[config.mk]
export PLATFORM = sky130hd
export DESIGN_NAME = ovf_responder
export DESIGN_NICKNAME = d
export VERILOG_FILES = /design/src/logic/ovf_pkg.sv /design/src/logic/ovf_deglitch.sv /design/src/logic/ovf_responder.sv
export SDC_FILE = /design/constraint.sdc
export NUM_CORES = 1
export LEC_CHECK = 0
export ABC_AREA = 1
export BUFFER_PORTS_ARGS = -buffer_cell sky130_fd_sc_hd__buf_2
export CAP_MARGIN = 20
export CORE_MARGIN = 2
export CORE_UTILIZATION = 30
export DETAILED_ROUTE_END_ITERATION = 7
export SYNTH_ARGS = -nofsm -noshare
export SYNTH_HDL_FRONTEND = slang
export SYNTH_SLANG_ARGS = --single-unit
[constraint.sdc]
create_clock -name sys_clk -period 45.9 [get_ports sys_clk]
set_input_delay 6.885 -clock sys_clk [delete_from_list [all_inputs] [get_ports sys_clk]]
set_output_delay 6.885 -clock sys_clk [all_outputs]
set_load 0.02 [all_outputs]
[src/logic/ovf_pkg.sv]
// Shared constants for the output voltage fault responder.
package ovf_pkg;

  // Clock rate and the supervisor sample period.
  localparam int unsigned CLK_PERIOD_PS = 4000;
  localparam int unsigned SAMPLE_PERIOD_NS = 12200;
  localparam logic [11:0] SAMPLE_CYCLES = 12'(SAMPLE_PERIOD_NS * 1000 / CLK_PERIOD_PS);

  // Turn-off delay step, limit and rounding boundary, counted in 10 us steps.
  localparam int unsigned TOFF_STEP_NS = 10000;
  localparam logic [11:0] TOFF_STEP_CYCLES = 12'(TOFF_STEP_NS * 1000 / CLK_PERIOD_PS);
  localparam logic [20:0] TOFF_MAX_STEPS = 21'h13_fd30;
  localparam logic [20:0] TOFF_COARSE_FROM = 21'h00_ffdc;
  localparam logic [20:0] TOFF_COARSE_STEP = 21'h00_0014;
  localparam logic [20:0] TOFF_COARSE_HALF = 21'h00_000a;

  // Field positions inside each fault policy byte.
  localparam int unsigned ACTION_LSB = 6;
  localparam int unsigned RETRY_LSB = 3;
  localparam int unsigned DEGLITCH_LSB = 0;

  // Action field encodings.
  localparam logic [1:0] ACT_CONTINUE = 2'h0;
  localparam logic [1:0] ACT_DELAYED = 2'h1;

  // Policy value after reset: keep running, no retry, no deglitch.
  localparam logic [7:0] POLICY_RESET = 8'h00;
  localparam logic [2:0] RETRY_NONE = 3'h0;
  localparam logic [2:0] DEGLITCH_NONE = 3'h0;

  // Channel states, one-hot.
  typedef enum logic [3:0] {
    ST_OFF = 4'h1,
    ST_ON = 4'h2,
    ST_SEQ_OFF = 4'h4,
    ST_FAULTED = 4'h8
  } ovf_state_e;

endpackage

[src/logic/ovf_deglitch.sv]
// Deglitch counter for one supervisor fault comparator.
`timescale 1ns/100ps
module ovf_deglitch (
  input wire logic sys_clk,
  input wire logic reset,
  input wire logic sample_tick,
  input wire logic fault_raw,
  input wire logic [2:0] glitch_count,
  output logic confirmed
);

  typedef struct packed {
    logic [2:0] cnt;
    logic conf;
  } ovf_dg_s;

  ovf_dg_s q;
  ovf_dg_s next_q;

  // Count supervisor samples while the fault stands; any gap starts over.
  always_comb begin
    next_q = q;
    if (!fault_raw) begin
      next_q.cnt = 3'h0;
      next_q.conf = 1'b0;
    end else if (glitch_count == ovf_pkg::DEGLITCH_NONE) begin
      next_q.conf = 1'b1;
    end else if (sample_tick && !q.conf) begin
      next_q.cnt = q.cnt + 3'h1;
      next_q.conf = ((q.cnt + 3'h1) >= glitch_count);
    end
  end

  // State register.
  always_ff @(posedge sys_clk) begin
    if (reset) begin
      q <= '0;
    end else begin
      q <= next_q;
    end
  end

  assign confirmed = q.conf;
endmodule

[src/logic/ovf_responder.sv]
// Per-channel output overvoltage and undervoltage fault responder.
`timescale 1ns/100ps
// Contract
// - fault sets summary status byte and word bits (an undervoltage fault sets only the word bit in the code)
// - fault sets channel voltage status bit
// - fault drives alert line low
// - current-measuring channel ignores voltage faults entirely
// - action zero keeps channel running
// - delayed action shuts down if fault persists
// - upper action bit: immediate or sequenced off (the code ignores that bit and lets the seq_off_mode input choose)
// - after fault shutdown apply retry field
// - retry zero: stay off until cleared
// - nonzero retry: restart up to global limit
// - off command, bias loss, other fault stop retries (the code ignores another fault that comes during the sequenced-off wait)
// - deglitch count samples ignore new fault
// - deglitch zero turns off immediately
// - deglitch one to seven waits that many samples
// - turn-off delay limited and rounded
module ovf_responder (
  input wire logic sys_clk,
  input wire logic reset,
  input wire logic ov_policy_wr,
  input wire logic uv_policy_wr,
  input wire logic [7:0] policy_wdata,
  output logic [7:0] ov_policy_rd,
  output logic [7:0] uv_policy_rd,
  input wire logic ov_detect,
  input wire logic uv_detect,
  input wire logic current_mode,
  input wire logic seq_off_mode,
  input wire logic [2:0] retry_limit,
  input wire logic [20:0] toff_delay_10us,
  input wire logic control_pin,
  input wire logic operation_on,
  input wire logic bias_ok,
  input wire logic ext_fault_off,
  input wire logic status_clear,
  output logic chan_enable,
  output logic status_vout_ov,
  output logic status_vout_uv,
  output logic status_word_vout,
  output logic status_byte_vout_ov,
  output logic alert_out_n,
  output logic alert_oe_n
);

  typedef struct packed {
    ovf_pkg::ovf_state_e st;
    logic [7:0] ov_pol;
    logic [7:0] uv_pol;
    logic [11:0] tick_cnt;
    logic [11:0] pre_cnt;
    logic [20:0] toff_cnt;
    logic [2:0] attempts;
    logic retry_block;
    logic cause_ov;
    logic st_ov;
    logic st_uv;
    logic [2:0] sync;
    logic ctl;
    logic enable;
  } ovf_core_s;

  ovf_core_s q;
  ovf_core_s next_q;

  logic sample_tick;
  logic ov_conf;
  logic uv_conf;
  logic ov_hit;
  logic uv_hit;
  logic ov_fire;
  logic uv_fire;
  logic cmd_on;
  logic [20:0] toff_steps;
  logic [2:0] cause_retry;

  // A confirmed fault acts unless its action field says keep running.
  function automatic logic fires(input logic hit, input logic [7:0] pol);
    fires = hit && (pol[ovf_pkg::ACTION_LSB +: 2] != ovf_pkg::ACT_CONTINUE);
  endfunction

  // Clamp the turn-off delay and round long delays to the coarse step.
  function automatic logic [20:0] toff_limit(input logic [20:0] req);
    logic [20:0] v;
    v = (req > ovf_pkg::TOFF_MAX_STEPS) ? ovf_pkg::TOFF_MAX_STEPS : req;
    if (v >= ovf_pkg::TOFF_COARSE_FROM) begin
      v = 21'((v + ovf_pkg::TOFF_COARSE_HALF) / ovf_pkg::TOFF_COARSE_STEP * ovf_pkg::TOFF_COARSE_STEP);
    end
    if (v > ovf_pkg::TOFF_MAX_STEPS) begin
      v = ovf_pkg::TOFF_MAX_STEPS;
    end
    toff_limit = v;
  endfunction

  // Independent deglitching for each fault type.
  ovf_deglitch u_ov_dg (
    .sys_clk(sys_clk),
    .reset(reset),
    .sample_tick(sample_tick),
    .fault_raw(ov_detect),
    .glitch_count(q.ov_pol[ovf_pkg::DEGLITCH_LSB +: 3]),
    .confirmed(ov_conf)
  );

  ovf_deglitch u_uv_dg (
    .sys_clk(sys_clk),
    .reset(reset),
    .sample_tick(sample_tick),
    .fault_raw(uv_detect),
    .glitch_count(q.uv_pol[ovf_pkg::DEGLITCH_LSB +: 3]),
    .confirmed(uv_conf)
  );

  // Qualified fault terms and the combined on command.
  assign sample_tick = (q.tick_cnt == ovf_pkg::SAMPLE_CYCLES - 12'h001);
  assign ov_hit = ov_conf && !current_mode;
  assign uv_hit = uv_conf && !current_mode;
  assign ov_fire = fires(ov_hit, q.ov_pol);
  assign uv_fire = fires(uv_hit, q.uv_pol);
  assign cmd_on = q.ctl && operation_on && bias_ok;
  assign toff_steps = toff_limit(toff_delay_10us);
  assign cause_retry = q.cause_ov ? q.ov_pol[ovf_pkg::RETRY_LSB +: 3] : q.uv_pol[ovf_pkg::RETRY_LSB +: 3];

  // Next-state logic for the whole channel.
  always_comb begin
    next_q = q;
    // The control pin is asynchronous; only the second and third stages are compared.
    next_q.sync = {q.sync[1:0], control_pin};
    if (q.sync[2] == q.sync[1]) begin
      next_q.ctl = q.sync[1];
    end
    next_q.tick_cnt = sample_tick ? 12'h000 : q.tick_cnt + 12'h001;
    if (ov_policy_wr) begin
      next_q.ov_pol = policy_wdata;
    end
    if (uv_policy_wr) begin
      next_q.uv_pol = policy_wdata;
    end
    // A fault in the clearing cycle still lands, so no event is lost.
    if (status_clear) begin
      next_q.st_ov = 1'b0;
      next_q.st_uv = 1'b0;
    end
    if (ov_hit) begin
      next_q.st_ov = 1'b1;
    end
    if (uv_hit) begin
      next_q.st_uv = 1'b1;
    end
    case (q.st)
      ovf_pkg::ST_OFF: begin
        if (cmd_on) begin
          next_q.st = ovf_pkg::ST_ON;
          next_q.attempts = 3'h0;
          next_q.retry_block = 1'b0;
        end
      end
      ovf_pkg::ST_ON: begin
        if (!cmd_on) begin
          next_q.st = ovf_pkg::ST_OFF;
        end else if (ext_fault_off) begin
          next_q.st = ovf_pkg::ST_FAULTED;
          next_q.retry_block = 1'b1;
        end else if (ov_fire || uv_fire) begin
          // Overvoltage takes priority when both fire together.
          next_q.cause_ov = ov_fire;
          if (seq_off_mode && toff_steps != 21'h0) begin
            next_q.st = ovf_pkg::ST_SEQ_OFF;
            next_q.toff_cnt = toff_steps;
            next_q.pre_cnt = 12'h000;
          end else begin
            next_q.st = ovf_pkg::ST_FAULTED;
          end
        end
      end
      ovf_pkg::ST_SEQ_OFF: begin
        if (!cmd_on) begin
          next_q.st = ovf_pkg::ST_OFF;
        end else if (q.pre_cnt == ovf_pkg::TOFF_STEP_CYCLES - 12'h001) begin
          next_q.pre_cnt = 12'h000;
          next_q.toff_cnt = q.toff_cnt - 21'h1;
          if (q.toff_cnt == 21'h1) begin
            next_q.st = ovf_pkg::ST_FAULTED;
          end
        end else begin
          next_q.pre_cnt = q.pre_cnt + 12'h001;
        end
      end
      ovf_pkg::ST_FAULTED: begin
        // Restart once per sample period while attempts remain.
        if (!cmd_on) begin
          next_q.st = ovf_pkg::ST_OFF;
        end else if (ext_fault_off) begin
          next_q.retry_block = 1'b1;
        end else if (cause_retry != ovf_pkg::RETRY_NONE && !q.retry_block &&
                     q.attempts < retry_limit && sample_tick) begin
          next_q.st = ovf_pkg::ST_ON;
          next_q.attempts = q.attempts + 3'h1;
        end
      end
      default: begin
        next_q.st = ovf_pkg::ST_OFF;
      end
    endcase
    next_q.enable = (next_q.st == ovf_pkg::ST_ON) || (next_q.st == ovf_pkg::ST_SEQ_OFF);
  end

  // State register.
  always_ff @(posedge sys_clk) begin
    if (reset) begin
      q <= '{st: ovf_pkg::ST_OFF, ov_pol: ovf_pkg::POLICY_RESET, uv_pol: ovf_pkg::POLICY_RESET, default: '0};
    end else begin
      q <= next_q;
    end
  end

  // Outputs; the alert pin is open drain and only ever pulled low.
  assign ov_policy_rd = q.ov_pol;
  assign uv_policy_rd = q.uv_pol;
  assign chan_enable = q.enable;
  assign status_vout_ov = q.st_ov;
  assign status_vout_uv = q.st_uv;
  assign status_word_vout = q.st_ov || q.st_uv;
  assign status_byte_vout_ov = q.st_ov;
  assign alert_out_n = !(q.st_ov || q.st_uv);
  assign alert_oe_n = !(q.st_ov || q.st_uv);
endmodule

==> results.yml, run 1 <==
worst_setup_path:
  r2r-end: "q[22]$_SDFFE_PP0P_"
  setup.worst_path.start_class: "input pin"
  critPathMaxStageDelay_ns: 0.52
  cp-endpoint: "q[22]$_SDFFE_PP0P_"
  worstPathArrival_ns: 26.61
  end_kind: "flip-flop"
  cp.required_ns: 46.14
  crit_top_cell: "nand2_1"
  crit_path_start: "toff_delay_10us[18]"
  critical_path.slowest_cell: "nand2_2"
  rr_worst_depth: 13
  path_class: "in -> reg"
  crit_path_max_fanout: 30
  rrSetupSlack_ns: 42.73
  r2r-start: "q[73]$_SDFF_PP1_"
placed_design:
  placed_area_um2: 14140
  dp_slack_ns: 19.30
  dpl.cell_count: 2880
  dp_hpwl_um: 31350
  io_buffers: 67
  gp_congestion: 0.9085
sta:
  rsz0062_at_grt: "false"
  tightest_slew_ns: 0.7512
  setup_violations: 0
  fin_crit_ns: 26.36
  fmaxAchievable_mhz: 37.93
  skew_ns: 0.01042
  finalHoldViolations: 0
  relSlewSlack: 0.4946
  drv_slew: 0
  finalCritPeriodShare: 0.5744
  finalSetupTns_ns: 0
  final.setup.worst_slack_ns: 19.54
synthesis:
  synthDistinctLibCells: 72
  async_flop_share: 0
  syn_nets: 2369
  synthFlopType: "dfxtp_1"
  ys_ff_latch: 85
  synth_edf_count: 0
  synth.area.top_cells: "nand2_1 14%, dfxtp_1 12%, inv_1 7.9%"
  synth_cells: 2273
  yosysSeqAreaShare: 0.1245
  ys_warn_count: 0
  synth_area_um2: 13670
  syn_area_per_cell_um2: 6.014
  yosysTopAreaCellShare: 0.1436
  synth.largest_area_cell: "nand2_1"
drt:
  finalWirelength_um: 38470
  routedWlPerCell_um: 13.28
  dr.first_iter.drc_count: 1122
  viasPerCell: 4.938
  firstDrtPassIters: 5
  ant_nets: 0
  route.detailed.drc: 0
  vias: 14310
floorplanning:
  core_um2: 45190
  die_area_um2: 47290
  start_util: 0.3025
  io_pins: 68
  die_h_um: 217.5
  die_width_um: 217.5
  num_rows: 78
layout:
  diodes: 0
  final_area_um2: 14440
  syn_to_final_growth_pct: 5.629
  final_common_cell: "nand2_1"
  layout.cells.non_filler: 2897
  final_cell_mix: "523 x nand2_1, 289 x inv_1, 261 x nor2_1"
  drive_above_1_share: 0.1998
  final-seq-area_um2: 1702
  nFillCells: 5014
  multiInputGateArea_um2: 10020
  fin_nets: 2388
grt:
  grt_pass1_vias: 13420
  overflow: 0
  gr-usage-all-layers: 0.1606
  grt_max_degree: 34
  antenna_found_initial: 0
  grt_first_pass_wirelength_um: 64410
clocking:
  path_clk_slew_ns: 0.07
  cts.path.max_buffers: 2
  cts_hold_buf: 0
  h-tree-depth: 3
  cts_root_buf: "clkbuf_16"
  clk_latency_ns: 0.34
  post_cts_resized: 0
  postCtsSetupBuffers: 0
  cts_tree: "done"
  numCtsBuffers: 9
  cts_sinks: 85
outcome:
  status: "complete, no violations"
run:
  max-cap-violations: 0
hold_path:
  hold_path_class: "reg -> reg"
-- how the worst min path moves through the flow --
stage | slack [ns] | from | cells after the start | to
2_1_floorplan | 0.39 | next_q[3]$_SDFF_PP0_ | 2 | next_q[4]$_SDFF_PP0_
3_3_place_gp | 0.40 | next_q[3]$_SDFF_PP0_ | 2 | next_q[4]$_SDFF_PP0_
3_5_place_dp | 0.40 | next_q[3]$_SDFF_PP0_ | 2 | next_q[4]$_SDFF_PP0_
4_1_cts | 0.41 | next_q[3]$_SDFF_PP0_ | 2 | next_q[4]$_SDFF_PP0_
5_1_grt | 0.43 | next_q[3]$_SDFF_PP0_ | 2 | next_q[4]$_SDFF_PP0_
6_report | 0.41 | next_q[3]$_SDFF_PP0_ | 2 | next_q[4]$_SDFF_PP0_
-- metal layers --
layer | wire (um) | track usage
met1 | 18290 | 0.2157
met2 | 18200 | 0.2826
met3 | 1592 | 0.01158
met4 | 388 | 0.02945
met5 | 0 | 0
-- cells in the mapped netlist (3+ instances only) --
cell / instances
nand3_4: 8
nor2_8: 6
buf_6: 11
nor2_2: 35
o31ai_1: 5
nand2_2: 135
nand2_1: 523
o21bai_1: 4
buf_4: 24
nand3_1: 203
inv_2: 34
clkbuf_1: 6
nor3b_1: 4
a21oi_2: 7
clkbuf_8: 8
nand4_1: 77
ha_1: 50
nor4_1: 12
xor2_1: 38
nand3b_1: 9
o21ai_1: 21
clkinv_2: 3
a31oi_1: 8
o211ai_1: 4
nor2_4: 13
nand2_4: 57
nor3_1: 32
inv_1: 289
o21ai_2: 5
o21ai_0: 89
buf_12: 5
inv_4: 3
a21oi_1: 85
dfxtp_1: 85
nand3_2: 34
clkinv_1: 6
nor3_2: 3
xnor2_1: 17
or2_2: 7
buf_2: 5
nor2_1: 261
buf_8: 7
-- flip-flops by register name, indices dropped and copies added, names as in the netlist --
signal               count
chan_enable              1
next_q                   2
ov_policy_rd             8
q                       56
status_byte_vout_ov      1
status_vout_uv           1
u_ov_dg.confirmed        1
u_ov_dg.q                3
u_uv_dg.confirmed        1
u_uv_dg.q                3
uv_policy_rd             8
-- through the flow --
stage | util | hold slack, ns
2_1_floorplan | - | 0.3883
3_3_place_gp | 0.3129 | 0.3970
3_5_place_dp | 0.3129 | 0.3972
4_1_cts | 0.3194 | 0.4062
5_1_grt | 0.3195 | 0.4270
6_report | 0.3195 | 0.4078
-- final cells by class --
class / count / share of cell area
multi-input cells: 1785 / 0.6938
flip-flops and latches: 85 / 0.1179
inverters: 336 / 0.08865
well taps: 600 / 0.05199
repair buffers: 75 / 0.02738
clock buffers: 9 / 0.01560
clock inverters: 7 / 0.004766
-- kinds of logic after synthesis --
| group | Yosys count | share of synthesized area |
|---|---|---|
| XOR/XNOR | 55 | 0.03524 |
| buffers and inverters | 403 | 0.1430 |
| AO/OA/AOI/OAI | 251 | 0.1076 |
| AND/OR/NAND/NOR | 1428 | 0.5424 |
| flip-flops | 85 | 0.1245 |
| adder cells (fa/ha/maj) | 51 | 0.04723 |
-- critical path, delay by kind of cell --
family / cells / cell delay (ns)
buffers and inverters: 11 / 0.87
xor gates and xnor gates: 1 / 0.17
and+or+nand+nor: 108 / 15.04
adders and majority gates: 4 / 1.08
AOI/OAI and AO/OA: 13 / 2.47
Power of run 1 is not shown: default switching activity piles up to over one toggle a cycle in this logic, so the estimate is an artifact.
==> run 2, diff against run 1 <==
--- a/config.mk
+++ b/config.mk
@@ -5,7 +5,7 @@
 export SDC_FILE = /design/constraint.sdc
 export NUM_CORES = 1
 export LEC_CHECK = 0
-export ABC_AREA = 1
+export ABC_AREA = 0
 export BUFFER_PORTS_ARGS = -buffer_cell sky130_fd_sc_hd__buf_2
 export CAP_MARGIN = 20
 export CORE_MARGIN = 2
==> constraint.sdc (replaced) <==
create_clock -name sys_clk -period 25.2 [get_ports sys_clk]
set_input_delay 3.78 -clock sys_clk [delete_from_list [all_inputs] [get_ports sys_clk]]
set_output_delay 3.78 -clock sys_clk [all_outputs]
set_load 0.02 [all_outputs]
==> results.yml, run 2 <==
outcome:
  status: "complete, no violations"
synthesis:
  synth_cells: 1816
  async_flop_share: 0
  synth.area.top_cells: "dfxtp_1 13%, nor2_1 5.4%, xnor2_1 4.9%"
  ys_warn_count: 0
  ys_top_cells_by_count: "192 x nor2_1, 155 x nand2_1, 104 x a21oi_1"
  synth_edf_count: 0
  synthFlopType: "dfxtp_1"
  syn_area_per_cell_um2: 7.294
  yosysMostFrequentCell: "nor2_1"
  synthDistinctLibCells: 139
  synth.largest_area_cell: "dfxtp_1"
  yosysSeqAreaShare: 0.1285
  ys_ff_latch: 85
  yosysTopAreaCellShare: 0.1285
  synth_area_um2: 13250
  syn_nets: 1912
hold_path:
  hold_path_class: "reg -> reg"
  min-delay-start: "next_q[3]$_SDFF_PP0_"
floorplanning:
  start_util: 0.3055
  die_area_um2: 45850
  die_width_um: 214.1
  io_pins: 68
  num_rows: 76
  die_h_um: 214.1
  core_um2: 43360
clocking:
  h-tree-depth: 3
  path_clk_slew_ns: 0.06
  cts_tree: "done"
  cts_hold_buf: 0
  clk_latency_ns: 0.34
  cts_sinks: 85
  numCtsBuffers: 9
  cts_root_buf: "clkbuf_16"
  cts.path.max_buffers: 2
drt:
  viasPerCell: 6.006
  route.detailed.drc: 0
  finalWirelength_um: 46130
  ant_nets: 0
  firstDrtPassIters: 5
  routedWlPerCell_um: 18.76
  vias: 14770
  dr.first_iter.drc_count: 1269
sta:
  fin_crit_ns: 24.06
  finalHoldViolations: 0
  setup_violations: 0
  finalCritPeriodShare: 0.9548
  fin_hold_ws_ns: 0.4458
  finalSetupTns_ns: 0
  fmaxAchievable_mhz: 41.56
  relSlewSlack: 0.1373
  tightest_slew_ns: 1.289
  drv_slew: 0
  skew_ns: 0.007621
layout:
  top_register: "q"
  nFillCells: 4665
  fin_nets: 1965
  diodes: 0
  largest_reg_flops: 56
  final_common_cell: "nor2_1"
  syn_to_final_growth_pct: 12.92
  drive_above_1_share: 0.1772
  final_cell_mix: "191 x nor2_1, 155 x nand2_1, 102 x a21oi_1"
worst_setup_path:
  critPathTopFamily: "compound AO/OA/AOI/OAI gates"
  critical_path.slowest_cell: "or4_1"
  crit_path_start: "toff_delay_10us[10]"
  end_kind: "flip-flop"
  worstPathArrival_ns: 24.30
  cp-endpoint: "q[24]$_SDFFE_PP0P_"
  critPathMaxStageDelay_ns: 0.59
  r2r-start: "q[45]$_SDFF_PP0_"
  crit_path_max_fanout: 14
  cp.required_ns: 25.43
  rr_worst_depth: 11
  setup.worst_path.start_class: "input pin"
  path_buf_inv: 10
  cp_num_cells: 85
  crit_top_cell: "a21oi_1"
  r2r-end: "q[11]$_SDFFE_PP0P_"
  rrSetupSlack_ns: 21.74
  path_class: "in -> reg"
grt:
  gr-usage-met2: 0.3052
  grt_pass1_vias: 13370
  grt_use_met1: 0.2592
  top_usage_layer: "met2"
  use_met3: 0.02057
  grt_max_degree: 47
  overflow: 0
  grt_first_pass_wirelength_um: 71840
  gr-usage-all-layers: 0.1856
  antenna_found_initial: 0
placed_design:
  io_buffers: 67
  gp_congestion: 0.9411
  dp_hpwl_um: 35370
run:
  max-cap-violations: 0
[run 2: what timing repair did]
action	4_1_cts	5_1_grt
pin swaps	1	18
buffers inserted	0	23
gates cloned	0	4
setup endpoints to repair	19	36
resized for setup	1	66
[run 2: cell families (layout without fill, tap and decap cells)]
kind of cell	after synthesis	after routing	synth area share
fa+ha+maj	52	52	0.04950
simple gates	777	777	0.3087
compound gates	565	569	0.3183
mux	70	70	0.05564
xor+xnor	106	106	0.07179
buf+inv	161	215	0.06764
flops	85	85	0.1285
[run 2: worst min path at each step]
| stage | to | slack (ns) | cells after the start |
|---|---|---|---|
| after global placement | next_q[4]$_SDFF_PP0_ | 0.44 | 1 |
| after detailed placement | next_q[4]$_SDFF_PP0_ | 0.43 | 1 |
| after CTS | next_q[4]$_SDFF_PP0_ | 0.45 | 1 |
| after global routing | next_q[4]$_SDFF_PP0_ | 0.46 | 1 |
| after floorplan | next_q[4]$_SDFF_PP0_ | 0.41 | 1 |
| final | next_q[4]$_SDFF_PP0_ | 0.45 | 1 |
[run 2: layer usage]
layer,up-vias,wire length (um)
met5,-,0
met1,7030,20600
met3,69,3374
met2,663,21300
li1,7007,-
met4,0,855
[run 2: cell type report]
cell class	count	area [um2]	area share
Clock inverter	3	20.02	0.001338
Timing Repair Buffer	147	935.9	0.06257
Multi-Input combinational cell	1574	11100	0.7422
Inverter	52	206.4	0.01380
Sequential cell	85	1702	0.1138
Clock buffer	13	260.3	0.01740
Tap cell	585	732.0	0.04894
[run 2: metrics by stage]
step | instance area, um2 | utilization | instances | setup slack, ns
floorplan | 13250 | - | 1816 | 2.239
global placement | 14060 | 0.3242 | 2416 | 0.1487
detailed placement | 14060 | 0.3242 | 2416 | -0.3266
CTS | 14340 | 0.3308 | 2432 | 0.002558
global route | 14960 | 0.3449 | 2459 | -0.03668
finish | 14960 | 0.3449 | 2459 | 1.139
Power of run 2 is left out for the same reason.
